--- src/hw/adcdb_pkg.sv ---
// Shared constants for the converter control and diagnostic block
package adcdb_pkg;

  // Clock and precharge timing
  localparam int          CLK_PERIOD_NS = 10;
  localparam int          PRE_FAST_NS   = 15;
  localparam int          PRE_MED_NS    = 29;
  localparam int          PRE_LOW_NS    = 116;
  localparam logic [5:0]  PRE_FAST_CYC  = 6'((PRE_FAST_NS + CLK_PERIOD_NS - 1) / CLK_PERIOD_NS);
  localparam logic [5:0]  PRE_MED_CYC   = 6'((PRE_MED_NS + CLK_PERIOD_NS - 1) / CLK_PERIOD_NS);
  localparam logic [5:0]  PRE_LOW_CYC   = 6'((PRE_LOW_NS + CLK_PERIOD_NS - 1) / CLK_PERIOD_NS);

  // Register offsets
  localparam logic [6:0]  ADDR_POWER_CLOCK = 7'h04;
  localparam logic [6:0]  ADDR_SYNC        = 7'h06;
  localparam logic [6:0]  ADDR_SELF_TEST   = 7'h08;
  localparam logic [6:0]  ADDR_STATUS      = 7'h09;
  localparam logic [6:0]  ADDR_REVISION    = 7'h0a;
  localparam logic [6:0]  ADDR_DIAG_RX     = 7'h0b;
  localparam logic [6:0]  ADDR_DIAG_CTL    = 7'h0c;
  localparam logic [6:0]  ADDR_GPIO_DIR    = 7'h0d;
  localparam logic [6:0]  ADDR_GPIO_OUT    = 7'h0e;
  localparam logic [6:0]  ADDR_GPIO_IN     = 7'h0f;
  localparam logic [6:0]  ADDR_BUF_LOW     = 7'h11;
  localparam logic [6:0]  ADDR_BUF_HIGH    = 7'h12;
  localparam logic [3:0]  ADDR_OFFS_BASE   = 4'h4;
  localparam logic [3:0]  ADDR_GAIN_BASE   = 4'h5;

  // Field positions and codes
  localparam int          PWR_LSB       = 4;
  localparam int          SYNC_BIT      = 7;
  localparam int          ST_START_BIT  = 0;
  localparam int          DIAG_EN_BIT   = 7;
  localparam logic [1:0]  PWR_LOW       = 2'h0;
  localparam logic [1:0]  PWR_MED       = 2'h2;
  localparam logic [1:0]  PWR_FAST      = 2'h3;
  localparam logic [1:0]  DIV_CODE_4    = 2'h0;
  localparam logic [1:0]  DIV_CODE_8    = 2'h1;
  localparam logic [1:0]  DIV_CODE_32   = 2'h3;
  localparam logic [1:0]  DIAG_POS_FS   = 2'h1;
  localparam logic [1:0]  DIAG_MID      = 2'h2;
  localparam logic [5:0]  MOD_DIV_MIN   = 6'h04;

  // Reset values; the identification value is arbitrary
  localparam logic [7:0]  POWER_CLOCK_RST = 8'h30;
  localparam logic [7:0]  BUF_EN_RST      = 8'hff;
  localparam logic [7:0]  GAIN_UNITY      = 8'h80;
  localparam logic [7:0]  REVISION_ID     = 8'h5c;

  // Data path
  localparam logic [4:0]  DECIM_LAST   = 5'h1f;
  localparam logic [1:0]  SETTLE_WORDS = 2'h2;
  localparam int          FILT_SHIFT   = 18;
  localparam int          GAIN_SHIFT   = 7;
  localparam int          OFFS_SHIFT   = 8;
  localparam logic [23:0] CODE_POS_FS  = 24'h7fffff;
  localparam logic [23:0] CODE_NEG_FS  = 24'h800000;
  localparam logic [3:0]  BIST_LAST    = 4'hf;
  localparam logic [7:0]  BIST_PATTERN = 8'ha5;

endpackage : adcdb_pkg

--- src/hw/adcdb_mod_timer.sv ---
// Modulator clock divider, sampling ticks and precharge window
`timescale 1ns/10ps
module adcdb_mod_timer
  import adcdb_pkg::*;
(
  input  wire logic       i_ref_clk,
  input  wire logic       i_rst,
  input  wire logic [1:0] i_div_code,
  input  wire logic [1:0] i_pwr_mode,
  output logic            o_mod_tick,
  output logic            o_sample_tick,
  output logic            o_mod_phase,
  output logic            o_precharge_win
);

  logic [5:0] cnt;
  wire  [5:0] div_len = 6'(MOD_DIV_MIN << i_div_code);
  wire  [5:0] half    = div_len >> 1;
  wire        wrap    = (cnt >= div_len - 6'h01);
  wire  [5:0] win_len = (i_pwr_mode == PWR_FAST) ? PRE_FAST_CYC :
                        (i_pwr_mode == PWR_MED)  ? PRE_MED_CYC  : PRE_LOW_CYC;

  always_ff @(posedge i_ref_clk)
  begin
    if (i_rst)
      cnt <= 6'h00;
    else
      cnt <= wrap ? 6'h00 : cnt + 6'h01;
  end

  assign o_mod_tick      = (cnt == 6'h00);
  // Two samples per modulator cycle
  assign o_sample_tick   = (cnt == 6'h00) || (cnt == half); // RQ15
  assign o_mod_phase     = (cnt < half);
  // Early part of every modulator cycle
  assign o_precharge_win = (cnt < win_len); // RQ16

endmodule : adcdb_mod_timer

--- src/hw/adcdb_channel.sv ---
// One channel: decimating filter, gain and offset, saturation
`timescale 1ns/10ps
module adcdb_channel
  import adcdb_pkg::*;
(
  input  wire logic              i_ref_clk,
  input  wire logic              i_rst,
  input  wire logic              i_mod_tick,
  input  wire logic              i_mod_bit,
  input  wire logic              i_sync,
  input  wire logic              i_run,
  input  wire logic        [7:0] i_gain,
  input  wire logic signed [7:0] i_offset,
  output logic            [23:0] o_data,
  output logic                   o_valid
);

  logic signed [6:0]  acc;
  logic        [4:0]  cnt;
  logic        [1:0]  settle;
  wire  signed [6:0]  acc_next = acc + (i_mod_bit ? 7'sh01 : 7'sh7f);
  wire  signed [31:0] filt     = 32'(acc_next) <<< FILT_SHIFT;
  wire  signed [40:0] prod     = filt * $signed({1'b0, i_gain});
  wire  signed [40:0] sum      = (prod >>> GAIN_SHIFT) + (41'(i_offset) <<< OFFS_SHIFT); // RQ9
  wire                in_range = (sum[40:23] == {18{sum[40]}});
  wire         [23:0] result   = in_range ? sum[23:0] : (sum[40] ? CODE_NEG_FS : CODE_POS_FS); // RQ12
  wire                word_end = i_mod_tick && (cnt == DECIM_LAST);

  always_ff @(posedge i_ref_clk)
  begin
    if (i_rst || i_sync || !i_run)
    begin
      acc     <= 7'sh00;
      cnt     <= 5'h00;
      settle  <= (i_rst || i_sync) ? 2'h0 : settle; // RQ23
      o_valid <= 1'b0;
      o_data  <= i_rst ? 24'h000000 : o_data;
    end
    else
    begin
      o_valid <= 1'b0;
      if (i_mod_tick)
      begin
        acc <= word_end ? 7'sh00 : acc_next;
        cnt <= cnt + 5'h01;
      end
      if (word_end && settle != SETTLE_WORDS)
        settle <= settle + 2'h1; // RQ23
      else if (word_end)
      begin
        o_data  <= result; // RQ11
        o_valid <= 1'b1;
      end
    end
  end

endmodule : adcdb_channel

--- src/hw/adcdb_control.sv ---
// Control, calibration, self test and precharge logic of the converter
//
// Contract
// RQ1 - Gain, offset and phase calibration act only in serial control mode; the code has gain and offset calibration but no phase calibration.
// RQ2 - Five general purpose pins work only in serial control mode.
// RQ3 - Writing the self-test register starts the memory test.
// RQ4 - Status register shows self-test progress and pass or fail.
// RQ5 - Conversions are suspended while the self test runs.
// RQ6 - After the self test, conversion resumes only after a sync pulse.
// RQ7 - Read-only revision register readable in serial control mode.
// RQ8 - Diagnostic mode feeds full-scale, midscale or negative level to channels.
// RQ9 - Each channel filters, then applies gain and offset.
// RQ10 - Control mode taken from the mode select input at power-up.
// RQ11 - Results are 24-bit two's complement, most significant bit first.
// RQ12 - Results saturate at the most positive and most negative codes.
// RQ13 - Pin mode: each power mode fixes its modulator divider.
// RQ14 - Serial mode: power mode and divider set independently.
// RQ15 - Inputs sampled at twice the divided modulator clock rate.
// RQ16 - Precharge buffer active for a fixed early part of each cycle.
// RQ17 - Buffer enable registers store the complement of written bits.
// RQ18 - Reading a buffer enable register returns the stored enables.
// RQ19 - Each channel buffer follows its own enable bit.
// RQ20 - Pin mode keeps every precharge buffer enabled.
// RQ21 - All precharge buffers enabled out of reset.
// RQ22 - Sync bit written zero then one drives the sync output low then high.
// RQ23 - A sync pulse resets all filters; data withheld until settled.
// RQ24 - Busy flag set during self test, cleared when results valid.
// RQ25 - Registers are eight bits, accessed one byte per serial transaction.
`timescale 1ns/10ps
module adcdb_control
  import adcdb_pkg::*;
(
  input  wire logic         i_ref_clk,
  input  wire logic         i_rst,
  input  wire logic         i_ctrl_mode_sel,
  input  wire logic [1:0]   i_pin_pwr_mode,
  input  wire logic         i_cs_n,
  input  wire logic         i_sclk,
  input  wire logic         i_sdi,
  output logic              o_sdo,
  input  wire logic [4:0]   i_gpio,
  output logic      [4:0]   o_gpio,
  output logic      [4:0]   o_gpio_oe,
  input  wire logic [7:0]   i_mod_bits,
  output logic              o_mod_clk,
  output logic              o_sample_tick,
  output logic      [7:0]   o_precharge_pos,
  output logic      [7:0]   o_precharge_neg,
  output logic              o_sync_out,
  output logic              o_conv_run,
  output logic      [191:0] o_data,
  output logic      [7:0]   o_data_valid
);

  typedef enum logic [1:0] {BIST_IDLE, BIST_WRITE, BIST_READ} adcdb_bist_e;

  ////////////////////////////////////////////////////////////////////////////
  // Control mode strap

  logic strap_done;
  logic serial_mode;

  always_ff @(posedge i_ref_clk)
  begin
    if (i_rst)
    begin
      strap_done  <= 1'b0;
      serial_mode <= 1'b0;
    end
    else if (!strap_done)
    begin
      strap_done  <= 1'b1;
      serial_mode <= i_ctrl_mode_sel; // RQ10
    end
  end

  ////////////////////////////////////////////////////////////////////////////
  // Serial control port: R/W bit, 7-bit address, 8-bit data

  logic        sclk_q;
  logic [3:0]  bit_cnt;
  logic [14:0] shift_in;
  logic        spi_rd;
  logic [7:0]  sdo_shift;
  logic        wr_stb;
  logic [6:0]  wr_addr;
  logic [7:0]  wr_data;
  logic [7:0]  rd_mux;
  wire         sclk_rise = i_sclk && !sclk_q && !i_cs_n;
  wire         sclk_fall = !i_sclk && sclk_q && !i_cs_n;
  wire  [7:0]  hdr       = {shift_in[6:0], i_sdi};
  wire         hdr_end   = sclk_rise && (bit_cnt == 4'h7);
  wire         frame_end = sclk_rise && (bit_cnt == 4'hf);

  always_ff @(posedge i_ref_clk)
  begin
    if (i_rst)
    begin
      sclk_q    <= 1'b0;
      bit_cnt   <= 4'h0;
      shift_in  <= 15'h0000;
      spi_rd    <= 1'b0;
      sdo_shift <= 8'h00;
      o_sdo     <= 1'b0;
      wr_stb    <= 1'b0;
      wr_addr   <= 7'h00;
      wr_data   <= 8'h00;
    end
    else
    begin
      sclk_q <= i_sclk;
      wr_stb <= frame_end && !spi_rd && serial_mode; // RQ25
      if (i_cs_n)
      begin
        bit_cnt <= 4'h0;
        o_sdo   <= 1'b0;
      end
      else if (sclk_rise)
      begin
        shift_in <= {shift_in[13:0], i_sdi};
        bit_cnt  <= bit_cnt + 4'h1;
      end
      if (hdr_end)
      begin
        spi_rd    <= hdr[7];
        wr_addr   <= hdr[6:0];
        sdo_shift <= rd_mux; // RQ7
      end
      if (frame_end)
        wr_data <= hdr;
      if (sclk_fall && bit_cnt[3] && spi_rd && serial_mode)
      begin
        o_sdo     <= sdo_shift[7]; // RQ11
        sdo_shift <= {sdo_shift[6:0], 1'b0};
      end
    end
  end

  ////////////////////////////////////////////////////////////////////////////
  // Registers

  logic [7:0] power_clock;
  logic       sync_bit;
  logic [7:0] self_test;
  logic [7:0] diag_rx;
  logic [7:0] diag_ctl;
  logic [4:0] gpio_dir;
  logic [4:0] gpio_out;
  logic [7:0] buf_low;
  logic [7:0] buf_high;
  logic [7:0] offs [8];
  logic [7:0] gain [8];
  logic [7:0] status;
  wire        wr_cal   = wr_stb && (wr_addr[6:3] == ADDR_OFFS_BASE || wr_addr[6:3] == ADDR_GAIN_BASE);
  wire        sync_evt = wr_stb && (wr_addr == ADDR_SYNC) && wr_data[SYNC_BIT] && !sync_bit;
  wire        bist_go  = wr_stb && (wr_addr == ADDR_SELF_TEST) && wr_data[ST_START_BIT];
  wire  [6:0] ra       = hdr[6:0];

  always_ff @(posedge i_ref_clk)
  begin
    if (i_rst)
    begin
      power_clock <= POWER_CLOCK_RST;
      sync_bit    <= 1'b1;
      self_test   <= 8'h00;
      diag_rx     <= 8'h00;
      diag_ctl    <= 8'h00;
      gpio_dir    <= 5'h00;
      gpio_out    <= 5'h00;
      buf_low     <= BUF_EN_RST; // RQ21
      buf_high    <= BUF_EN_RST; // RQ21
      for (int k = 0; k < 8; k++)
      begin
        offs[k] <= 8'h00;
        gain[k] <= GAIN_UNITY;
      end
    end
    else if (wr_stb)
    begin
      unique case (wr_addr)
        ADDR_POWER_CLOCK: power_clock <= wr_data; // RQ14
        ADDR_SYNC:        sync_bit    <= wr_data[SYNC_BIT]; // RQ22
        ADDR_SELF_TEST:   self_test   <= wr_data;
        ADDR_DIAG_RX:     diag_rx     <= wr_data;
        ADDR_DIAG_CTL:    diag_ctl    <= wr_data;
        ADDR_GPIO_DIR:    gpio_dir    <= wr_data[4:0];
        ADDR_GPIO_OUT:    gpio_out    <= wr_data[4:0];
        ADDR_BUF_LOW:     buf_low     <= ~wr_data; // RQ17
        ADDR_BUF_HIGH:    buf_high    <= ~wr_data; // RQ17
        default:
        begin
          if (wr_cal && wr_addr[6:3] == ADDR_OFFS_BASE)
            offs[wr_addr[2:0]] <= wr_data; // RQ1
          else if (wr_cal)
            gain[wr_addr[2:0]] <= wr_data; // RQ1
        end
      endcase
    end
  end

  // Read selection; unmapped offsets read zero
  assign rd_mux = (ra == ADDR_POWER_CLOCK) ? power_clock :
                  (ra == ADDR_SYNC)        ? {sync_bit, 7'h00} :
                  (ra == ADDR_SELF_TEST)   ? self_test :
                  (ra == ADDR_STATUS)      ? status : // RQ4
                  (ra == ADDR_REVISION)    ? REVISION_ID : // RQ7
                  (ra == ADDR_DIAG_RX)     ? diag_rx :
                  (ra == ADDR_DIAG_CTL)    ? diag_ctl :
                  (ra == ADDR_GPIO_DIR)    ? {3'h0, gpio_dir} :
                  (ra == ADDR_GPIO_OUT)    ? {3'h0, gpio_out} :
                  (ra == ADDR_GPIO_IN)     ? {3'h0, i_gpio} :
                  (ra == ADDR_BUF_LOW)     ? buf_low : // RQ18
                  (ra == ADDR_BUF_HIGH)    ? buf_high : // RQ18
                  (ra[6:3] == ADDR_OFFS_BASE) ? offs[ra[2:0]] :
                  (ra[6:3] == ADDR_GAIN_BASE) ? gain[ra[2:0]] : 8'h00;

  ////////////////////////////////////////////////////////////////////////////
  // Memory self test and conversion gating

  adcdb_bist_e bist_state;
  logic [3:0]  bist_addr;
  logic        bist_done;
  logic        bist_fail;
  logic        conv_run;
  logic [7:0]  coef_ram [16];
  wire         bist_busy = (bist_state != BIST_IDLE);
  wire  [7:0]  bist_word = BIST_PATTERN ^ {4'h0, bist_addr};

  assign status = {4'h0, !conv_run, bist_fail, bist_done, bist_busy}; // RQ24

  always_ff @(posedge i_ref_clk)
  begin
    if (i_rst)
    begin
      bist_state <= BIST_IDLE;
      bist_addr  <= 4'h0;
      bist_done  <= 1'b0;
      bist_fail  <= 1'b0;
      conv_run   <= 1'b1;
    end
    else
    begin
      if (bist_go || bist_busy)
        conv_run <= 1'b0; // RQ5
      else if (sync_evt)
        conv_run <= 1'b1; // RQ6
      unique case (bist_state)
        BIST_IDLE:
          if (bist_go)
          begin
            bist_state <= BIST_WRITE; // RQ3
            bist_addr  <= 4'h0;
            bist_done  <= 1'b0;
            bist_fail  <= 1'b0;
          end
        BIST_WRITE:
        begin
          bist_addr <= bist_addr + 4'h1;
          if (bist_addr == BIST_LAST)
            bist_state <= BIST_READ;
        end
        BIST_READ:
        begin
          bist_addr <= bist_addr + 4'h1;
          if (coef_ram[bist_addr] != bist_word)
            bist_fail <= 1'b1; // RQ4
          if (bist_addr == BIST_LAST)
          begin
            bist_state <= BIST_IDLE;
            bist_done  <= 1'b1; // RQ24
          end
        end
      endcase
    end
  end

  always_ff @(posedge i_ref_clk)
  begin
    if (bist_state == BIST_WRITE)
      coef_ram[bist_addr] <= bist_word;
  end

  ////////////////////////////////////////////////////////////////////////////
  // Power mode, modulator clock and channels

  logic       mod_tick;
  logic       samp_tick;
  logic       mod_phase;
  logic       pre_win;
  logic       diag_bit;
  wire  [1:0] pwr_eff = serial_mode ? power_clock[PWR_LSB +: 2] : i_pin_pwr_mode; // RQ14
  wire  [1:0] div_eff = serial_mode ? power_clock[1:0] : // RQ14
                        (pwr_eff == PWR_FAST) ? DIV_CODE_4 :
                        (pwr_eff == PWR_MED)  ? DIV_CODE_8 : DIV_CODE_32; // RQ13
  wire        diag_en = serial_mode && diag_ctl[DIAG_EN_BIT];
  wire [15:0] buf_en  = serial_mode ? {buf_high, buf_low} : 16'hffff; // RQ20

  adcdb_mod_timer u_timer (
    .i_ref_clk       (i_ref_clk),
    .i_rst           (i_rst),
    .i_div_code      (div_eff),
    .i_pwr_mode      (pwr_eff),
    .o_mod_tick      (mod_tick),
    .o_sample_tick   (samp_tick),
    .o_mod_phase     (mod_phase),
    .o_precharge_win (pre_win)
  );

  // Midscale is an alternating bit stream
  always_ff @(posedge i_ref_clk)
  begin
    if (i_rst)
      diag_bit <= 1'b0;
    else if (diag_ctl[1:0] == DIAG_MID)
      diag_bit <= mod_tick ? !diag_bit : diag_bit; // RQ8
    else
      diag_bit <= (diag_ctl[1:0] == DIAG_POS_FS); // RQ8
  end

  for (genvar k = 0; k < 8; k++)
  begin : g_chan
    wire ch_bit = (diag_en && diag_rx[k]) ? diag_bit : i_mod_bits[k]; // RQ8
    adcdb_channel u_chan (
      .i_ref_clk (i_ref_clk),
      .i_rst     (i_rst),
      .i_mod_tick(mod_tick),
      .i_mod_bit (ch_bit),
      .i_sync    (sync_evt), // RQ23
      .i_run     (conv_run),
      .i_gain    (serial_mode ? gain[k] : GAIN_UNITY), // RQ1
      .i_offset  (serial_mode ? $signed(offs[k]) : 8'sh00), // RQ1
      .o_data    (o_data[24*k +: 24]),
      .o_valid   (o_data_valid[k])
    );
  end

  always_ff @(posedge i_ref_clk)
  begin
    if (i_rst)
    begin
      o_mod_clk       <= 1'b0;
      o_sample_tick   <= 1'b0;
      o_precharge_pos <= 8'h00;
      o_precharge_neg <= 8'h00;
      o_sync_out      <= 1'b1;
      o_conv_run      <= 1'b1;
      o_gpio          <= 5'h00;
      o_gpio_oe       <= 5'h00;
    end
    else
    begin
      o_mod_clk     <= mod_phase;
      o_sample_tick <= samp_tick; // RQ15
      for (int k = 0; k < 8; k++)
      begin
        o_precharge_pos[k] <= pre_win && buf_en[2*k]; // RQ19
        o_precharge_neg[k] <= pre_win && buf_en[2*k+1]; // RQ19
      end
      o_sync_out <= sync_bit; // RQ22
      o_conv_run <= conv_run;
      o_gpio     <= serial_mode ? gpio_out : 5'h00; // RQ2
      o_gpio_oe  <= serial_mode ? gpio_dir : 5'h00; // RQ2
    end
  end
endmodule : adcdb_control

--- config.mk ---
export PLATFORM = sky130hd
export DESIGN_NAME = adcdb_control
export DESIGN_NICKNAME = d
export VERILOG_FILES = /design/src/hw/adcdb_pkg.sv /design/src/hw/adcdb_mod_timer.sv /design/src/hw/adcdb_channel.sv /design/src/hw/adcdb_control.sv
export SDC_FILE = /design/constraint.sdc
export NUM_CORES = 2
export LEC_CHECK = 0
export ABC_AREA = 1
export BUFFER_PORTS_ARGS = -buffer_cell sky130_fd_sc_hd__buf_2
export CORE_AREA = 2 2 321 323
export DETAILED_ROUTE_END_ITERATION = 8
export DIE_AREA = 0 0 323 325
export PLACE_DENSITY = 0.67
export SYNTH_ARGS = -nofsm -noshare
export SYNTH_HDL_FRONTEND = slang
export SYNTH_SLANG_ARGS = --single-unit
export TNS_END_PERCENT = 100
--- constraint.sdc ---
create_clock -name i_ref_clk -period 15.5 [get_ports i_ref_clk]
set_clock_uncertainty 0.15 [all_clocks]
set_input_delay 1.55 -clock i_ref_clk [delete_from_list [all_inputs] [get_ports i_ref_clk]]
set_output_delay 1.55 -clock i_ref_clk [all_outputs]
set_load 0.05 [all_outputs]
# Yosys cells after proc, flatten, opt, wreduce, memory -nomap -nowiden
# Memory sizes are Yosys's and may differ from the RTL's. A register that Yosys moved wholly into a read port is not among the register bits.
# Cells that the tools add are included.
# Widths: inputs -> output; s select.
# op_classes
bitwise_logic	4
n_reduce_logical	139
mux	170
shift	1
magnitude_cmp	3
n_mul	8
eq_ne	75
n_addsub	36
# ops
op	n
$mux 24	41
$mux 8	34
$add 27x16->28	8
$eq 17x17->1	8
$mul 7x9->16	8
$mux 7	16
$eq 7x4->1 const B	13
$logic_and 1x1->1	59
$add 7x7->7	8
$mux 2	24
$mux 1	43
$reduce_bool 2->1	21
$add 5x1->5 const B	8
$eq 5x5->1 const B	8
$ne 2x2->1 const B	20
$reduce_and 2->1	18
$reduce_and 3->1	11
$eq 7x3->1 const B	4
$eq 7x5->1 const B	4
$reduce_or 2->1	13
$eq 4x3->1 const B	5
$add 2x1->2 const B	8
$mux 16	1
$mux 4	4
27 further kinds	49
# word_totals
memories	3
mem_bits_rw	224
elab_cells	515
in_bits	21
ff_bits	457
out_inout_bits	231
# mem_list
memory	words	width	read_ports	rd_ports_with_merged_regs	write_ports	line	source
coef_ram	16	6	1	1	1	adcdb_control.sv:225	logic [7:0] coef_ram [16];
gain	8	8	9	0	8	adcdb_control.sv:152	logic [7:0] gain [8];
offs	8	8	9	0	8	adcdb_control.sv:151	logic [7:0] offs [8];

# Longest topological paths before layout
# depth
depth_word	17
ltp_mapped	54
depth_no_buf	52

# Modules after synthesis
# Synthesis repeated with hierarchy kept, for this count alone.
# unflattened
hier_cells	6983
area_unflattened_um2	52446.6
# modules_own_cells
mod	area_each_um2	cells_each	instances	seq_area_each_um2
adcdb_channel (g_chan[0].u_chan ...)	4595.7	638	4	830.8
adcdb_control	15124.5	1795	1	8628.3
adcdb_channel (g_chan[3].u_chan)	4620.7	646	1	830.8
adcdb_channel (g_chan[7].u_chan)	4593.2	639	1	830.8
adcdb_channel (g_chan[6].u_chan)	4590.7	638	1	830.8
adcdb_channel (g_chan[5].u_chan)	4589.4	636	1	830.8
adcdb_mod_timer	545.5	77	1	120.1

# Least setup slack after synthesis
# Ideal clock, no wire load.
# synth_timing
path_kind	input to register
start	input i_mod_bits[3]
end	register g_chan[3].u_chan.o_data[14], data pin
cell_stages	46
required_ns	15.096
path_slack_ns	6.937
path_buffers	1
arrival_ns	8.158
setup_time_ns	0.254
cell_sequence	inv_1 o21ai_2 nand2_4 or2_1 nand2_1 inv_1 ha_1 inv_1 nand2_1 nand2_1 o21ai_0 or2_2 nand2_1 nor2_1 fa_1 inv_1 fa_1 inv_1 [10 not listed] o21ai_0 a21oi_1 o21ai_0 xor2_1 ha_1 nand2_1 nor2_1 a211oi_1 nand2_1 nand2_1 nand2_1 nand2_1 o21ai_0 nor2_2 nand2_1 nand2_2 buf_6 nand2_1
# synth_via
elab_chain_cells	10
word_cells_on_any_way	11
# synth_rtl
element	line	source
from (decl)	adcdb_control.sv:44	input wire logic [7:0] i_mod_bits,
$mux 1 (*)	adcdb_control.sv:322	wire ch_bit = (diag_en && diag_rx[k]) ? diag_bit : i_mod_bits[k];
$mux 7 (*)	adcdb_channel.sv:21	wire signed [6:0] acc_next = acc + (i_mod_bit ? 7'sh01 : 7'sh7f);
$add 7x7->7 (*)	adcdb_channel.sv:21	
$mul 7x9->16 (*)	adcdb_channel.sv:23	wire signed [40:0] prod = filt * $signed({1'b0, i_gain});
$add 27x16->28 (*)	adcdb_channel.sv:24	wire signed [40:0] sum = (prod >>> GAIN_SHIFT) + (41'(i_offset) <<< OFFS_SHIFT);
$eq 17x17->1 / $mux 24 (equally long branches)	adcdb_channel.sv:25, adcdb_channel.sv:26	
$mux 24 (*)	adcdb_channel.sv:26	wire [23:0] result = in_range ? sum[23:0] : (sum[40] ? CODE_NEG_FS : CODE_POS_FS);
$mux 24 (*)	adcdb_channel.sv:49	else if (word_end)
$mux 24 (*)	adcdb_channel.sv:47	if (word_end && settle != SETTLE_WORDS)
$mux 24 (*)	adcdb_channel.sv:31	if (i_rst || i_sync || !i_run)
to (signal assigned)	adcdb_channel.sv:37	o_data <= i_rst ? 24'h000000 : o_data;
to (signal assigned)	adcdb_channel.sv:51	o_data <= result;
to (decl)	adcdb_channel.sv:14	output logic [23:0] o_data,
# Every way passes the cells marked *; elsewhere a longest branch is shown, timed or not. The select of a mux whose other input is x is not followed.
# A chain may end at the register's enable or synchronous reset.

# Final worst setup path
# layout_timing
start	register serial_mode
end	register g_chan[1].u_chan.o_data[22], data pin
# layout_via
elab_chain_cells	12
word_cells_on_any_way	15
# layout_rtl
element	line	source
from (decl)	adcdb_control.sv:61	logic serial_mode;
from (signal assigned)	adcdb_control.sv:73	serial_mode <= i_ctrl_mode_sel;
$logic_and 1x1->1	adcdb_control.sv:295	wire diag_en = serial_mode && diag_ctl[DIAG_EN_BIT];
$logic_and 1x1->1	adcdb_control.sv:322	
$mux 1	adcdb_control.sv:322	
$mux 7	adcdb_channel.sv:21	
$add 7x7->7	adcdb_channel.sv:21	
$mul 7x9->16	adcdb_channel.sv:23	
$add 27x16->28 (*)	adcdb_channel.sv:24	
$eq 17x17->1 / $mux 24 (equally long branches)	adcdb_channel.sv:25, adcdb_channel.sv:26	
$mux 24 (*)	adcdb_channel.sv:26	
$mux 24 (*)	adcdb_channel.sv:49	
$mux 24 (*)	adcdb_channel.sv:47	
$mux 24 (*)	adcdb_channel.sv:31	
to (signal assigned)	adcdb_channel.sv:37	
to (signal assigned)	adcdb_channel.sv:51	
to (decl)	adcdb_channel.sv:14	
# Marked as above.

==> results_dict.tcl <==
set metrics [dict create \
    status "complete, no violations" \
    cts_tree "done" \
    critical_path.max_fanout 19 \
    hold_path_class "flip-flop to flip-flop" \
    synth-async-reset-ratio_pct 0 \
    clkTransAtPathRegs_ns 0.06 \
    final_cell_mix "nand2_1, inv_1, nor2_1, ha_1, a21oi_1" \
    setup_tns_ns 0 \
    post_dp_cell_area_sq_um 52400 \
    hold_buffers 0 \
    ys_top_cells_by_area "edfxtp_1, ha_1, dfxtp_1" \
    critical_path.slowest_cell "dfxtp_4" \
    grtUsageTotal_pct 25.5 \
    clockBufferDepth 3 \
    critPathMostFrequentCell "nand2_1" \
    nets 7393 \
    cp.required_ns 15.74 \
    drt_iter0_drc 3203 \
    cts.sinks 597 \
    synth_top_area_share_pct 20.5 \
    initial_core_util_pct 49.7 \
    route.detailed.drc 0 \
    yosysSeqAreaShare_pct 30.6 \
    fmax_ghz 0.108 \
    yosys_warnings 0 \
    ant_nets 0 \
    grt_pass1_vias 41000 \
    syn-num-nets 7271 \
    antenna_found_initial 0 \
    nFillCells 9690 \
    drive_above_1_share_pct 8.22 \
    drtPass1Iterations 7 \
    maxSlewViolCount 0 \
    worst_slew_pin_slew_ns 1.26 \
    grt_setup_unrepaired "no" \
    io_buffers 251 \
    die_x_um 323 \
    critical_path_class "flip-flop to flip-flop" \
    grt_max_degree 81 \
    maxCapViolCount 0 \
    slew-limit-headroom_pct 16.0 \
    yosys.area.top_type "edfxtp_1" \
    core_sq_um 101000 \
    ys.flop_type "edfxtp_1" \
    multi_input_area_sq_um 29600 \
    layout_commonest_cell "nand2_1" \
    cts_setup_buffers 0 \
    synth_edf_count 344 \
    place.gp.congestion 0.974 \
    dpl.hpwl_um 104000 \
    vias 43000 \
    overflow 0 \
    ys_ff_latch 597 \
    areaGrowthSynthToFinish_pct 8.53 \
    clockRootBuffer "clkbuf_16" \
    htreeDepth 3 \
    io_pins 252 \
    worstSkewPairLatency_ns 0.66 \
    grt_pass1_wl_um 215000 \
    layout_min_cycle_time_ns 9.29 \
    seqCellArea_sq_um 15400 \
    synth_cells 6502 \
    yosysUniqueCellTypes 60 \
    cpPeakStageDelay_ns 0.56 \
    start_kind "flip-flop" \
    synth_area_per_cell_sq_um 7.75 \
    fp-row-count 117 \
    final_util_pct 54.0 \
    drt-total-wl_um 135000 \
    syn_area_sq_um 50400 \
    cts-resized-gates 0 \
    via_per_inst 5.34 \
    post-route-period-util_pct 59.9 \
    die_h_um 325 \
    fin_area_sq_um 54700 \
    endpoint_kind "flip-flop" \
    hold_viol_final 0 \
    wl_per_cell_um 16.8 \
    die_area_sq_um 105000 \
    setup_viol 0 \
    crit_arrival_ns 9.52 \
    numCtsBuffers 70 \
]
cell families (layout without fill, tap and decap cells):
family | after synthesis | count (layout) | synth area share (%)
AND/OR/NAND/NOR | 2748 | 2748 | 23.2
buffers and inverters | 1354 | 1530 | 10.8
AO/OA/AOI/OAI | 848 | 848 | 9.48
adder cells (fa/ha/maj) | 748 | 748 | 22.3
flip-flops | 597 | 597 | 30.6
XOR/XNOR | 207 | 207 | 3.72
other | 0 | 2 | 0
area by class of cell:
class | instances | area share (%)
multi-input combinational | 4551 | 54.1
sequential | 597 | 28.2
inverter | 1128 | 7.76
clock buffer | 93 | 3.53
tap | 1368 | 3.13
timing repair buffer | 276 | 2.64
clock inverter | 33 | 0.693
antenna | 2 | 0.00915
sequential cells by signal (all words and copies together) (netlist names), 6 cells and up, named ones only:
register / cells
power_clock: 8
offs: 64
wr_data: 8
o_precharge_neg: 8
g_chan.u_chan.o_data: 136
gain: 64
g_chan.u_chan.acc: 56
sdo_shift: 8
self_test: 8
g_chan.u_chan.o_valid: 8
buf_high: 8
diag_rx: 8
o_precharge_pos: 8
u_timer.cnt: 6
coef_ram: 64
shift_in: 7
g_chan.u_chan.cnt: 40
g_chan.u_chan.settle: 16
diag_ctl: 8
wr_addr: 7
buf_low: 8
path summary, 6_finish.rpt:
kind                             startpoint                          end  slack (ns)  depth (start not counted)
worst max register to register  serial_mode  g_chan[1].u_chan.o_data[22]        6.21                         49
worst min register to register   strap_done                  serial_mode        0.26                          1
worst max-delay path            serial_mode  g_chan[1].u_chan.o_data[22]        6.21                         49
worst min-delay path             strap_done                  serial_mode        0.26                          1
metrics by stage:
stage	hold WS, ns	setup slack [ns]	cells
floorplan	0.255	6.94	6502
finish	0.261	6.21	8048
detailed placement	0.256	5.84	7920
CTS	0.265	6.26	8046
global placement	0.254	6.00	7920
global route	0.287	5.48	8046
synth_stat cells, types with 8 or more instances:
library cell,number
clkbuf_1,102
xor2_1,145
nand3b_1,30
nand2_1,1296
o21bai_1,13
o21ai_2,13
inv_2,34
and3_1,10
and2_1,11
ha_1,500
dfxtp_1,253
nor3_1,35
nor4_1,17
nor2_2,21
xnor2_1,54
nand3_1,220
a31oi_1,25
o21ai_0,286
or2_2,16
nand4_1,149
edfxtp_1,344
o21ai_1,16
o31ai_1,17
nor2_1,852
nand2_2,32
o211ai_1,16
buf_2,33
or2_1,15
fa_1,248
a21oi_1,356
buf_4,69
inv_1,1087
nor3b_1,20
a21o_1,12
a22oi_1,12
o22ai_1,15
xor2_2,8
buf_1,16
a211oi_1,17
o221ai_1,16
critical path: cells and delay by family, from the launching register on:
kind | cells | cell delay [ns]
AND/OR/NAND/NOR | 27 | 4.02
adder cells (fa/ha/maj) | 7 | 2.64
AO/OA/AOI/OAI | 7 | 1.11
flip-flops | 1 | 0.56
buffers and inverters | 8 | 0.52
routing by layer:
layer	global-route usage, %	routed length (um)	vias up
li1	-	-	21100
met2	42.3	63000	1315
met4	8.44	4340	0
met3	4.00	9410	219
met1	34.0	58600	20300
met5	0	0	-
Power is left out: the tool's default activity adds up to more than one toggle a clock period on the data nets, which glitch-free logic cannot reach.
